===== config.mk =====
export PLATFORM = sky130hd
export DESIGN_NAME = ebme_bus_ctrl
export DESIGN_NICKNAME = d
export VERILOG_FILES = /design/src/hw/ebme_pkg.sv /design/src/hw/ebme_pin_sync.sv /design/src/hw/ebme_bus_ctrl.sv
export SDC_FILE = /design/constraint.sdc
export NUM_CORES = 1
export LEC_CHECK = 0
export BUFFER_PORTS_ARGS = -buffer_cell sky130_fd_sc_hd__buf_2
export CAP_MARGIN = 20
export CORE_MARGIN = 5
export CORE_UTILIZATION = 54
export DETAILED_ROUTE_END_ITERATION = 7
export GPL_TIMING_DRIVEN = 0
export PLACE_DENSITY = 0.83
export SETUP_SLACK_MARGIN = 0.2
export SLEW_MARGIN = 10
export SYNTH_ARGS = -nofsm -noshare
export SYNTH_HDL_FRONTEND = slang
export SYNTH_SLANG_ARGS = --single-unit

===== constraint.sdc =====
create_clock -name core_clk -period 2.7 [get_ports core_clk]
set_clock_uncertainty 0.2 [all_clocks]
set_input_delay 0.54 -clock core_clk [delete_from_list [all_inputs] [get_ports core_clk]]
set_output_delay 0.54 -clock core_clk [all_outputs]
set_load 0.05 [all_outputs]

===== src/hw/ebme_pkg.sv =====
// Package of constants and types for the external bus and mode entry block
// Functional notes
// Reset pin high two machine cycles resets
// Fetch strobe falling after ten-cycle reset: host mode
// No fetch strobe fall during reset: normal mode
// Internal code execution keeps fetch strobe high
// External code: two fetch pulses, one skipped
// Code select low fetches off-chip, high on-chip
// Lock level 4 forces on-chip code only
// Latch strobe marks low address byte
// Latch strobe runs at one sixth clock
// External data access omits one latch pulse
// Latch-strobe-off bit stops driving the strobe; the code still drives it while code is external or a data move goes off chip
// Latch strobe pin is programming pulse input
// Pointer high byte upper, low byte multiplexed
// Read strobe P3.7, write strobe P3.6
// Select bit 0: strobes only from 0300H
// Select bit 1: strobes on every move
// Byte-pointer moves reach expanded RAM 0-0FFH only
// Host supplies control and address through port 3; the block has no port 3 host inputs
// Read and write strobes never together
package ebme_pkg;

  // ----------------------------------------------------------------
  // Register offsets and fields
  // ----------------------------------------------------------------
  localparam logic [7:0] PTR_LOW_OFS = 8'h82;
  localparam logic [7:0] PTR_HIGH_OFS = 8'h83;
  localparam logic [7:0] AUX_CTRL_OFS = 8'h8E;
  localparam logic [7:0] AUX_CTRL_TWO_OFS = 8'hA2;
  localparam int LATCH_OFF_BIT = 0;
  localparam int XDATA_SEL_BIT = 1;
  localparam int PTR_SEL_BIT = 0;
  localparam int GP_FLAG_BIT = 3;
  localparam int ZERO_BIT = 2;
  localparam logic [7:0] PTR_RESET = 8'h00;
  localparam logic [7:0] AUX_RESET = 8'h00;
  localparam logic [7:0] AUX_TWO_MASK = 8'h09;

  // ----------------------------------------------------------------
  // Timing counts, in oscillator clocks and machine cycles
  // ----------------------------------------------------------------
  localparam int MC_CLKS = 12;
  localparam int HALF_CLKS = MC_CLKS / 2;
  localparam int RESET_MC = 2;
  localparam int HOST_MC = 10;
  localparam logic [7:0] RESET_CLKS = 8'(RESET_MC * MC_CLKS);
  localparam logic [7:0] HOST_CLKS = 8'(HOST_MC * MC_CLKS);
  localparam logic [3:0] LAST_PHASE = 4'(MC_CLKS - 1);
  localparam logic [15:0] XDATA_EXT_BASE = 16'h0300;

  // Pin synchroniser lanes and their idle levels
  localparam int PIN_RST = 0;
  localparam int PIN_FETCH = 1;
  localparam int PIN_CODE_SEL = 2;
  localparam int PIN_PROGRAM_PULSE_N = 3;
  localparam logic [3:0] PIN_IDLE = 4'b1110;

  // Operating modes
  typedef enum logic [2:0] {
    ST_HOLD = 3'b001,
    ST_RUN = 3'b010,
    ST_HOST = 3'b100
  } ebme_mode_t;

endpackage


===== src/hw/ebme_pin_sync.sv =====
// Three-stage pin synchroniser with agreement filter, one lane per bit
`timescale 1ns/1ps
`default_nettype none
module ebme_pin_sync #(
  parameter int WIDTH = 4,
  parameter logic [WIDTH-1:0] INIT = '0
) (
  // Clock and reset
  input wire logic core_clk,
  input wire logic rstn,
  // Raw pins and filtered levels
  input wire logic [WIDTH-1:0] pin,
  output logic [WIDTH-1:0] level
);

  // ----------------------------------------------------------------
  // Per-lane stages
  // ----------------------------------------------------------------
  genvar g;
  generate
    for (g = 0; g < WIDTH; g++) begin : lane
      logic s1;
      logic s2;
      logic s3;
      // Stage one feeds stage two only, to keep metastability contained
      always_ff @(posedge core_clk or negedge rstn) begin
        if (!rstn) begin
          s1 <= INIT[g];
          s2 <= INIT[g];
          s3 <= INIT[g];
          level[g] <= INIT[g];
        end else begin
          s1 <= pin[g];
          s2 <= s1;
          s3 <= s2;
          if (s2 == s3) begin
            level[g] <= s3;
          end
        end
      end
    end
  endgenerate

endmodule
`default_nettype wire


===== src/hw/ebme_bus_ctrl.sv =====
// External bus strobes, data-move decode and reset-time mode entry
`timescale 1ns/1ps
`default_nettype none
module ebme_bus_ctrl
  import ebme_pkg::*;
(
  // Clock and reset
  input wire logic core_clk,
  input wire logic rstn,
  // Device pins
  input wire logic rst_pin,
  input wire logic external_code_select_n,
  input wire logic code_fetch_strobe_n_i,
  output logic code_fetch_strobe_n_o,
  output logic code_fetch_strobe_n_oe,
  input wire logic latch_strobe_i,
  output logic latch_strobe_o,
  output logic latch_strobe_oe,
  output logic rd_strobe_n,
  output logic wr_strobe_n,
  output logic [7:0] addr_hi,
  input wire logic [7:0] mux_bus_i,
  output logic [7:0] mux_bus_o,
  output logic mux_bus_oe,
  // Special function register port
  input wire logic [7:0] sfr_addr,
  input wire logic sfr_wr,
  input wire logic sfr_rd,
  input wire logic [7:0] sfr_wdata,
  output logic [7:0] sfr_rdata,
  output logic sfr_hit,
  // Core requests
  input wire logic security_lock4,
  input wire logic [15:0] pc,
  input wire logic xmove_req,
  input wire logic xmove_write,
  input wire logic xmove_use_wide_data_pointer,
  input wire logic [7:0] xmove_ri_addr,
  input wire logic [7:0] xmove_wdata,
  output logic xmove_done,
  output logic [7:0] xmove_rdata,
  output logic [7:0] fetch_data,
  output logic fetch_valid,
  // Expanded on-chip RAM side
  output logic expanded_onchip_ram_req,
  output logic expanded_onchip_ram_we,
  output logic [9:0] expanded_onchip_ram_addr,
  output logic [7:0] expanded_onchip_ram_wdata,
  // Mode status
  output logic device_reset,
  output logic host_mode,
  output logic program_pulse_n
);

  // ----------------------------------------------------------------
  // Pin synchronisers
  // ----------------------------------------------------------------
  logic [3:0] pin_level;
  ebme_pin_sync #(.WIDTH(4), .INIT(PIN_IDLE)) ebme_pin_sync_i (
    .core_clk(core_clk),
    .rstn(rstn),
    .pin({latch_strobe_i, external_code_select_n, code_fetch_strobe_n_i, rst_pin}),
    .level(pin_level)
  );

  logic rst_f;
  logic fetch_pin_prev;
  logic fetch_fall;
  assign rst_f = pin_level[PIN_RST];
  assign fetch_fall = fetch_pin_prev && !pin_level[PIN_FETCH];

  // ----------------------------------------------------------------
  // Registers
  // ----------------------------------------------------------------
  logic [7:0] ptr_low;
  logic [7:0] ptr_high;
  logic [7:0] aux_ctrl;
  logic [7:0] aux_ctrl_two;
  logic latch_off;
  logic xdata_sel;
  assign latch_off = aux_ctrl[LATCH_OFF_BIT];
  assign xdata_sel = aux_ctrl[XDATA_SEL_BIT];

  // Software writes; reserved bits of the second control register stay zero
  always_ff @(posedge core_clk or negedge rstn) begin
    if (!rstn) begin
      ptr_low <= PTR_RESET;
      ptr_high <= PTR_RESET;
      aux_ctrl <= AUX_RESET;
      aux_ctrl_two <= AUX_RESET;
    end else if (sfr_wr) begin
      if (sfr_addr == PTR_LOW_OFS) begin
        ptr_low <= sfr_wdata;
      end else if (sfr_addr == PTR_HIGH_OFS) begin
        ptr_high <= sfr_wdata;
      end else if (sfr_addr == AUX_CTRL_OFS) begin
        aux_ctrl <= {6'h00, sfr_wdata[XDATA_SEL_BIT], sfr_wdata[LATCH_OFF_BIT]};
      end else if (sfr_addr == AUX_CTRL_TWO_OFS) begin
        aux_ctrl_two <= sfr_wdata & AUX_TWO_MASK;
      end
    end
  end

  // Read data is registered, so it shows one clock after the strobe
  always_ff @(posedge core_clk or negedge rstn) begin
    if (!rstn) begin
      sfr_rdata <= 8'h00;
      sfr_hit <= 1'b0;
    end else if (sfr_rd) begin
      sfr_hit <= 1'b1;
      if (sfr_addr == PTR_LOW_OFS) begin
        sfr_rdata <= ptr_low;
      end else if (sfr_addr == PTR_HIGH_OFS) begin
        sfr_rdata <= ptr_high;
      end else if (sfr_addr == AUX_CTRL_OFS) begin
        sfr_rdata <= aux_ctrl;
      end else if (sfr_addr == AUX_CTRL_TWO_OFS) begin
        sfr_rdata <= aux_ctrl_two;
      end else begin
        sfr_rdata <= 8'h00;
        sfr_hit <= 1'b0;
      end
    end else begin
      sfr_hit <= 1'b0;
    end
  end

  // ----------------------------------------------------------------
  // Reset hold counting and mode entry
  // ----------------------------------------------------------------
  ebme_mode_t mode;
  logic [7:0] rst_cnt;
  logic host_armed;

  // Saturating count of clocks with the reset pin high
  always_ff @(posedge core_clk or negedge rstn) begin
    if (!rstn) begin
      rst_cnt <= 8'h00;
      fetch_pin_prev <= 1'b1;
    end else begin
      fetch_pin_prev <= pin_level[PIN_FETCH];
      if (!rst_f) begin
        rst_cnt <= 8'h00;
      end else if (rst_cnt != 8'hFF) begin
        rst_cnt <= rst_cnt + 8'h01;
      end
    end
  end

  // Short glitches on the reset pin never reach the core
  always_ff @(posedge core_clk or negedge rstn) begin
    if (!rstn) begin
      device_reset <= 1'b0;
    end else begin
      device_reset <= rst_f && (rst_cnt >= RESET_CLKS);
    end
  end

  // Host entry needs the strobe fall after the long hold
  always_ff @(posedge core_clk or negedge rstn) begin
    if (!rstn) begin
      host_armed <= 1'b0;
    end else if (mode != ST_HOLD) begin
      host_armed <= 1'b0;
    end else if (rst_f && rst_cnt > HOST_CLKS && fetch_fall) begin
      host_armed <= 1'b1;
    end
  end

  // Mode machine
  always_ff @(posedge core_clk or negedge rstn) begin
    if (!rstn) begin
      mode <= ST_HOLD;
    end else begin
      case (mode)
        ST_HOLD: begin
          if (!rst_f) begin
            mode <= host_armed ? ST_HOST : ST_RUN;
          end
        end
        ST_RUN: begin
          if (device_reset) begin
            mode <= ST_HOLD;
          end
        end
        ST_HOST: begin
          if (device_reset) begin
            mode <= ST_HOLD;
          end
        end
        default: begin
          mode <= ST_HOLD;
        end
      endcase
    end
  end

  // Host mode takes the latch pin as the programming pulse input
  always_ff @(posedge core_clk or negedge rstn) begin
    if (!rstn) begin
      host_mode <= 1'b0;
      program_pulse_n <= 1'b1;
    end else begin
      host_mode <= (mode == ST_HOST);
      program_pulse_n <= (mode == ST_HOST) ? pin_level[PIN_PROGRAM_PULSE_N] : 1'b1;
    end
  end

  // ----------------------------------------------------------------
  // Machine cycle phase and data-move sequencing
  // ----------------------------------------------------------------
  logic [3:0] phase;
  logic run;
  logic code_ext;
  logic xact;
  logic xact_ext;
  logic xact_write;
  logic [15:0] xact_addr;
  logic [7:0] xact_wdata;
  logic [15:0] wide_data_pointer;
  logic accept;
  logic next_ext;
  assign run = (mode == ST_RUN);
  assign wide_data_pointer = {ptr_high, ptr_low};
  // Lock level 4 overrides the code select pin
  assign code_ext = !pin_level[PIN_CODE_SEL] && !security_lock4;
  assign accept = run && xmove_req && !xact && (phase == LAST_PHASE);
  // Below 0300H or by byte pointer the move stays on chip unless selected off
  assign next_ext = xdata_sel || (xmove_use_wide_data_pointer && wide_data_pointer >= XDATA_EXT_BASE);

  always_ff @(posedge core_clk or negedge rstn) begin
    if (!rstn) begin
      phase <= 4'h0;
    end else if (!run || phase == LAST_PHASE) begin
      phase <= 4'h0;
    end else begin
      phase <= phase + 4'h1;
    end
  end

  // One move occupies exactly one machine cycle
  always_ff @(posedge core_clk or negedge rstn) begin
    if (!rstn) begin
      xact <= 1'b0;
      xact_ext <= 1'b0;
      xact_write <= 1'b0;
      xact_addr <= 16'h0000;
      xact_wdata <= 8'h00;
    end else if (accept) begin
      xact <= 1'b1;
      xact_ext <= next_ext;
      xact_write <= xmove_write;
      xact_addr <= xmove_use_wide_data_pointer ? wide_data_pointer : {8'h00, xmove_ri_addr};
      xact_wdata <= xmove_wdata;
    end else if (!run || phase == LAST_PHASE) begin
      xact <= 1'b0;
      xact_ext <= 1'b0;
    end
  end

  // On-chip moves go to the expanded RAM; byte pointer reaches 0-0FFH
  always_ff @(posedge core_clk or negedge rstn) begin
    if (!rstn) begin
      expanded_onchip_ram_req <= 1'b0;
      expanded_onchip_ram_we <= 1'b0;
      expanded_onchip_ram_addr <= 10'h000;
      expanded_onchip_ram_wdata <= 8'h00;
    end else begin
      expanded_onchip_ram_req <= accept && !next_ext;
      if (accept && !next_ext) begin
        expanded_onchip_ram_we <= xmove_write;
        expanded_onchip_ram_addr <= xmove_use_wide_data_pointer ? wide_data_pointer[9:0] : {2'b00, xmove_ri_addr};
        expanded_onchip_ram_wdata <= xmove_wdata;
      end
    end
  end

  // ----------------------------------------------------------------
  // Pin strobes, driven one clock behind the phase that selects them
  // ----------------------------------------------------------------
  logic half1;
  logic ale_win;
  logic fetch_win;
  logic data_win;
  logic ale_need;
  assign half1 = (phase >= 4'(HALF_CLKS));
  assign ale_win = (phase == 4'h0) || (phase == 4'h1) || (phase == 4'h6) || (phase == 4'h7);
  assign fetch_win = (phase >= 4'h3 && phase <= 4'h5) || (phase >= 4'h9);
  assign data_win = (phase >= 4'h3 && phase <= 4'h5);
  // With the latch off, the strobe still marks real external accesses
  assign ale_need = !latch_off || code_ext || xact_ext;

  always_ff @(posedge core_clk or negedge rstn) begin
    if (!rstn) begin
      latch_strobe_o <= 1'b0;
      latch_strobe_oe <= 1'b0;
      code_fetch_strobe_n_o <= 1'b1;
      code_fetch_strobe_n_oe <= 1'b0;
    end else begin
      latch_strobe_oe <= run && ale_need;
      // Second latch pulse is dropped in a data cycle
      latch_strobe_o <= run && ale_need && ale_win && !(xact_ext && half1);
      code_fetch_strobe_n_oe <= run;
      // First fetch pulse is dropped in a data cycle
      code_fetch_strobe_n_o <= !(run && code_ext && fetch_win && !(xact_ext && !half1));
    end
  end

  // Read on P3.7, write on P3.6; only one can be low
  always_ff @(posedge core_clk or negedge rstn) begin
    if (!rstn) begin
      rd_strobe_n <= 1'b1;
      wr_strobe_n <= 1'b1;
    end else begin
      rd_strobe_n <= !(run && xact_ext && !xact_write && data_win);
      wr_strobe_n <= !(run && xact_ext && xact_write && data_win);
    end
  end

  // Address and multiplexed data lanes
  always_ff @(posedge core_clk or negedge rstn) begin
    if (!rstn) begin
      addr_hi <= 8'h00;
      mux_bus_o <= 8'h00;
      mux_bus_oe <= 1'b0;
    end else begin
      addr_hi <= (xact_ext && !half1) ? xact_addr[15:8] : pc[15:8];
      if (run && ale_win && (code_ext || xact_ext)) begin
        mux_bus_o <= (xact_ext && !half1) ? xact_addr[7:0] : pc[7:0];
        mux_bus_oe <= 1'b1;
      end else if (run && xact_ext && xact_write && !half1 && phase >= 4'h2) begin
        mux_bus_o <= xact_wdata;
        mux_bus_oe <= 1'b1;
      end else begin
        mux_bus_oe <= 1'b0;
      end
    end
  end

  // Capture returned bytes at the close of each strobe window
  always_ff @(posedge core_clk or negedge rstn) begin
    if (!rstn) begin
      xmove_rdata <= 8'h00;
      fetch_data <= 8'h00;
      fetch_valid <= 1'b0;
      xmove_done <= 1'b0;
    end else begin
      if (!rd_strobe_n && phase == 4'h6) begin
        xmove_rdata <= mux_bus_i;
      end
      fetch_valid <= !code_fetch_strobe_n_o && (phase == 4'h6 || phase == 4'h0);
      if (!code_fetch_strobe_n_o && (phase == 4'h6 || phase == 4'h0)) begin
        fetch_data <= mux_bus_i;
      end
      xmove_done <= xact && phase == LAST_PHASE;
    end
  end
endmodule
`default_nettype wire


==> reports/metrics.yaml, run 1 <==
yosys-top-cells-area: "sky130_fd_sc_hd__dfrtp_1 52%, sky130_fd_sc_hd__mux2_2 9.0%, sky130_fd_sc_hd__dfstp_2 7.3%, sky130_fd_sc_hd__nand2_1 4.1%, sky130_fd_sc_hd__mux2_4 3.9%"
path_delay_family: "simple AND/OR/NAND/NOR gates"
buffer_depth_of_the_longest_clock_path: 2
io-pin-count: 141
synth_top_area_share_pct: 52.1
initial_util_pct: 54.5
placement.io_buffers: 137
post-synth-top-count-cell: "sky130_fd_sc_hd__dfrtp_1"
postSynthCellCount: 522
finalSetupTns_ps: 0
synth-xor-area-share_pct: 0.540
clock_sink_count: 153
clkTransAtPathRegs_ps: 60
vias: 4664
critical_path_arrival_ps: 2460
synth.mux.area_fraction_pct: 14.3
number_of_enable_flip_flop_cells_after_synthesis: 0
clock-root-buffer: "sky130_fd_sc_hd__clkbuf_16"
total_die_area_um2: 14300
status: "complete, no violations"
die-width_um: 120
first_iter_violations: 424
syn-mean-instance-area_um2: 12.4
nets: 757
fin_worst_hold_slack_ps: 27.9
cp.required_ps: 2810
post_drt_via_cell_ratio: 5.53
cts_tree: "built"
startpoint_of_the_worst_setup_timing_path: "phase[1]$_DFF_PN0_"
timing.final.ws_setup_ps: 343
distinct_cell_type_count_of_the_synthesized_netlist: 63
placement.cell_area_um2: 7400
synth_compound_gate_area_share_pct: 6.94
yosysWarnings: 0
route.antenna.remaining_nets: 0
grt_util_all_layers_pct: 22.7
async_flop_share_pct: 100
finalInstanceArea_um2: 8000
slew_headroom_pct: 49.2
leakage_nw: 3.96
synth_area_leader_cell: "sky130_fd_sc_hd__dfrtp_1"
grt_antenna_before_repair: 0
critical_path_peak_fanout: 10
synth_top_flop_cell: "sky130_fd_sc_hd__dfrtp_1"
grt_first_pass_wirelength_mm: 25.5
final-hold-violation-count: 0
crit_path_top_delay_cell: "sky130_fd_sc_hd__dfrtp_1"
rsz0062_at_grt: "true"
vdd_drop_max_mv: 0.537
timing_max_transition_violations_final: 0
filler_cell_count: 900
pre_cts_slack_ps: 287
grt_pass1_vias: 5204
dieHeight_um: 120
power_density_nw_per_um2: 860
rows: 40
synth.cell_area_um2: 6490
final.min_clock_period_ps: 2360
hp-class: "in -> reg"
postLayoutCoreUtil_pct: 67.2
cts_htree_levels: 4
critical_path.endpoint_type: "register"
timing_worst_setup_path_type: "reg -> reg"
final_min_period_over_clock_period_pct: 87.3
route.detailed.drc: 0
synth_top_family_by_area: "multiplexers"
cts_inserted_buffers: 17
hold_path_startpoint: "rst_pin"
synth_adder_area_share_pct: 1.77
synth_simple_gate_area_share_pct: 14.2
worstReg2RegStart: "phase[1]$_DFF_PN0_"
synthesis.nets: 596
worst-slew-pin-transition_ps: 757
worst_path_largest_cell_delay_ps: 460
setup_viol: 0
drt_wl_total_mm: 15.0
grt_max_degree: 107
clock.fmax_ghz: 0.424
post-dp-hpwl_mm: 10.7
dr.pass1.iters: 5
synth.yosys.seq_area_share_pct: 59.4
layout-drive-gt1-share_pct: 40.5
ys_ff_latch: 153
path_cells: "ha_1 -> and3b_1 -> nand4b_4 -> nor3_4 -> buf_6 -> mux2_4"
gr-total-overflow: 0
synth.cells.most_frequent: "135 x sky130_fd_sc_hd__dfrtp_1, 71 x sky130_fd_sc_hd__nand2_1, 52 x sky130_fd_sc_hd__mux2_2"
crit_path_start_kind: "register"
drt-wirelength-per-cell_um: 17.8
core_region_area_um2: 11900
clock_latency_on_the_worst_skew_pair_ps: 420
maxcap_violations: 0
crit_buf_inv: 1
area.growth.synth_to_final_pct: 23.3
globalplace.congestion: 0.889
n_antenna_cell: 0
==> cell usage in the layout, fill, tap and decap left out, types with 7 or more instances in the layout <==
cell type and count:
sky130_fd_sc_hd__nor3_1 10, sky130_fd_sc_hd__nor2b_1 8, sky130_fd_sc_hd__clkbuf_1 11, sky130_fd_sc_hd__dfrtp_1 135, sky130_fd_sc_hd__nand3_1 17, sky130_fd_sc_hd__nand2_1 71, sky130_fd_sc_hd__mux2_4 17, sky130_fd_sc_hd__nor2_1 24
sky130_fd_sc_hd__nand2b_1 7, sky130_fd_sc_hd__nand4_1 7, sky130_fd_sc_hd__buf_2 143, sky130_fd_sc_hd__mux2i_1 9, sky130_fd_sc_hd__dfstp_2 18, sky130_fd_sc_hd__inv_1 18, sky130_fd_sc_hd__clkbuf_16 17, sky130_fd_sc_hd__o21ai_0 16
sky130_fd_sc_hd__mux2_2 52, sky130_fd_sc_hd__a21oi_1 8
==> metrics by stage <==
step	instances	power (mW)
5_1_grt	843	7.21
3_5_place_dp	807	4.73
4_1_cts	842	6.93
2_1_floorplan	522	4.21
6_report	843	6.88
3_3_place_gp	806	4.66
==> path summary, 6_finish.rpt <==
| check | endpoint | slack [ps] | depth (start not counted) |
|---|---|---|---|
| worst max-delay path | expanded_onchip_ram_wdata[7]$_DFFE_PN0P_ | 340 | 6 |
| max in group asynchronous | expanded_onchip_ram_addr[4]$_DFFE_PN0P_ | 1060 | 3 |
| worst max register to register | expanded_onchip_ram_wdata[7]$_DFFE_PN0P_ | 340 | 6 |
| min in group asynchronous | addr_hi[4]$_DFF_PN0_ | 410 | 2 |
| worst min-delay path | ebme_pin_sync_i.lane[0].s1$_DFF_PN0_ | 30 | 1 |
| worst min register to register | ebme_pin_sync_i.lane[0].s2$_DFF_PN0_ | 150 | 0 |
==> flip-flops by register name, indices dropped and copies added (netlist names), 4 cells and up <==
signal,count
xact_addr,16
expanded_onchip_ram_addr,10
addr_hi,8
expanded_onchip_ram_wdata,8
fetch_data,8
mux_bus_o,8
ptr_high,8
ptr_low,8
rst_cnt,8
sfr_rdata,8
xact_wdata,8
xmove_rdata,8
ebme_pin_sync_i.lane.s1,4
ebme_pin_sync_i.lane.s2,4
ebme_pin_sync_i.lane.s3,4
ebme_pin_sync_i.level,4
phase,4
==> layer usage <==
metal | routed length [µm] | global-route usage, %
met3 | 783 | 6.41
met1 | 6360 | 28.5
met4 | 325 | 8.95
met2 | 7500 | 37.4
met5 | 0 | 0
==> where the power goes <==
part           total [mW]  switching, mW  leakage (nW)  internal, mW
registers            2.88          0.218          1.92          2.66
clock network        2.18          0.908         0.266          1.27
logic                1.83           1.24          1.78         0.586
total                6.88           2.37          3.96          4.52
==> cell type report <==
type	count	area, µm²	share of cell area [%]
buffer	21	114	1.42
clock buffer	23	488	6.10
clock inverter	9	63.8	0.797
inverter	19	71.3	0.891
multi-input combinational	329	2470	30.8
sequential	153	3850	48.1
tap	147	184	2.30
timing repair buffer	142	763	9.54
==> what timing repair did <==
action	4_1_cts	5_1_grt
buffers inserted	0	0
hold endpoints to repair	44	1
setup endpoints to repair	0	8
hold buffers	3	1
resized for setup	0	2
==> cell families (layout without fill, tap and decap cells) <==
group,after synthesis,after routing
multiplexers,78,78
XOR/XNOR,4,4
adder cells (fa/ha/maj),10,10
flip-flops,153,153
buffers and inverters,40,214
AND/OR/NAND/NOR,176,176
AO/OA/AOI/OAI,61,61
==> worst register-to-register path, delay by kind of cell (launching register included) <==
kind          cells  cell delay, ps
mux               1             330
buf+inv           1             220
flops             1             460
simple gates      3             730
fa+ha+maj         1             290
Note: power is estimated with default switching activity, not from simulation.
==> run 2: changes to the inputs <==
Settings changed: CORE_UTILIZATION 54 to 49, PLACE_DENSITY 0.83 to 0.8.
Clock period 2.7 ns to 1.93 ns, I/O delays scaled along.
==> reports/metrics.yaml, run 2 (synthesis gave the netlist of run 1 again) <==
status: "finished, violations left"
failing_checks: "negative setup slack"
finalSetupTns_ps: -9410
crit_path_top_delay_cell: "sky130_fd_sc_hd__dfrtp_2"
grt_antenna_before_repair: 0
grt_pass1_vias: 5268
clock-root-buffer: "sky130_fd_sc_hd__clkbuf_16"
power_density_nw_per_um2: 1160
critical_path.endpoint_type: "register"
final_cell_mix: "135 x sky130_fd_sc_hd__buf_2, 132 x sky130_fd_sc_hd__dfrtp_1, 60 x sky130_fd_sc_hd__nand2_1"
vias: 4974
core_region_area_um2: 13100
clkTransAtPathRegs_ps: 60
grt.met1_usage_pct: 27.5
cts_tree: "built"
path_cells: "ha_4 -> and3b_2 -> buf_4 -> buf_6 -> and4b_2 -> buf_8 -> buf_8 -> o21ai_1 -> nand2_1"
grt_first_pass_wirelength_mm: 26.9
filler_cell_count: 910
grt_util_all_layers_pct: 21.5
power.share.sequential_pct: 37.7
finalInstanceArea_um2: 9270
cts_inserted_buffers: 17
nets: 816
buffer_depth_of_the_longest_clock_path: 2
gr-total-overflow: 0
grt.met3_usage_pct: 6.48
timing_worst_setup_path_type: "reg -> reg"
mostFrequentLayoutCell: "sky130_fd_sc_hd__buf_2"
largest_reg_flops: 16
timing.final.ws_setup_ps: -212
placement.cell_area_um2: 7640
final-hold-violation-count: 0
share_comb_of_total_power_pct: 29.1
setup_viol: 75
layout-drive-gt1-share_pct: 49.7
maxcap_violations: 0
reg.largest.list: "xact_addr: 16 flops, expanded_onchip_ram_addr: 10 flops"
initial_util_pct: 49.4
cp.required_ps: 2040
placement.io_buffers: 137
critPathMostFrequentCell: "sky130_fd_sc_hd__buf_8"
grt_max_degree: 97
rsz0062_at_grt: "true"
clock_latency_on_the_worst_skew_pair_ps: 420
worst-slew-pin-transition_ps: 479
path_delay_family: "simple AND/OR/NAND/NOR gates"
slew_headroom_pct: 68.1
leakage_nw: 4.52
dr.pass1.iters: 7
combined_area_of_the_multi_input_logic_cells_um2: 2870
internal_power_mw: 7.26
pwr-share-clk_pct: 33.2
busiest_layer: "met2"
globalplace.congestion: 0.845
io-pin-count: 141
post-dp-hpwl_mm: 10.8
clock.fmax_ghz: 0.467
use_met2_pct: 35.1
final_min_period_over_clock_period_pct: 111
worst_path_largest_cell_delay_ps: 470
final.min_clock_period_ps: 2140
die-width_um: 125
clock_sink_count: 153
route.antenna.remaining_nets: 0
cts_htree_levels: 4
drt-wirelength-per-cell_um: 18.5
final-seq-area_um2: 3850
dieHeight_um: 125
total_die_area_um2: 15600
timing_max_transition_violations_final: 0
sw_frac_of_total_pct: 32.5
critical_path_arrival_ps: 2250
crit_path_start_kind: "register"
post_drt_via_cell_ratio: 5.34
crit_buf_inv: 4
route.detailed.drc: 0
drt_wl_total_mm: 17.2
rows: 42
area.growth.synth_to_final_pct: 42.9
first_iter_violations: 329
critical_path_peak_fanout: 5
total_switching_power_mw: 3.50
hp-class: "in -> reg"
vdd_drop_max_mv: 0.814
max_flop_register: "xact_addr"
==> run 2: layout make-up <==
cell class,instances,area share [%]
timing repair buffer,201,15.1
multi-input combinational,329,31.0
inverter,19,0.850
tap,176,2.38
sequential,153,41.6
clock inverter,9,1.86
buffer,21,2.25
clock buffer,23,4.94
antenna,1,0.0270
==> run 2: metal layers <==
metal / part of all wire [%] / vias to the layer above / routed length [µm]
met2: 50 / 171 / 8530
met5: 0 / - / 0
met4: 2.4 / 0 / 412
met1: 42 / 2491 / 7270
li1: - / 2285 / -
met3: 5.8 / 27 / 1000
==> run 2: power by group through the flow <==
stage	registers, mW	clock network (mW)	logic [mW]
after floorplan	5.02	0	0.928
after global placement	4.04	0	2.55
after detailed placement	4.06	0	2.60
after CTS	4.04	3.61	2.97
after global routing	4.10	3.77	3.30
final	4.06	3.57	3.13
==> run 2: timing repair <==
item	in CTS	in global routing
hold buffers	22	0
buffers inserted	22	14
pin swaps	18	15
gates cloned	4	1
gates resized for setup	75	49
endpoints found under the hold margin	78	0
setup endpoints to repair	95	87
==> run 2: final timing paths <==
| path | startpoint | endpoint | slack, ps | cells past startpoint |
|---|---|---|---|---|
| worst max register to register | phase[0]$_DFF_PN0_ | xact_ext$_DFFE_PN0P_ | -210 | 9 |
| worst min-delay path | security_lock4 | code_fetch_strobe_n_o$_DFF_PN1_ | 10 | 3 |
| max in group asynchronous | rstn | ebme_pin_sync_i.level[2]$_DFFE_PN1N_ | 430 | 3 |
| worst max-delay path | phase[0]$_DFF_PN0_ | xact_ext$_DFFE_PN0P_ | -210 | 9 |
| min in group asynchronous | rstn | ebme_pin_sync_i.level[0]$_DFFE_PN0N_ | 280 | 2 |
| worst min register to register | ebme_pin_sync_i.lane[0].s1$_DFF_PN0_ | ebme_pin_sync_i.lane[0].s2$_DFF_PN0_ | 150 | 0 |
==> run 2: metrics by stage <==
step | instances | util, % | hold WS, ps | total power [mW] | setup WS (ps)
after floorplan | 522 | - | -110 | 5.95 | -84.9
after global placement | 835 | 57.8 | 137 | 6.59 | -2070
after detailed placement | 836 | 58.1 | 137 | 6.67 | -319
after CTS | 916 | 68.5 | 2.35 | 10.6 | -145
after global routing | 931 | 70.6 | 8.34 | 11.2 | -279
final | 932 | 70.6 | 10.6 | 10.8 | -212
==> run 2: tightest hold or removal path: stages <==
cell	delay, ps
sky130_fd_sc_hd__buf_2	90
sky130_fd_sc_hd__a311oi_1	40
sky130_fd_sc_hd__o2111ai_2	70
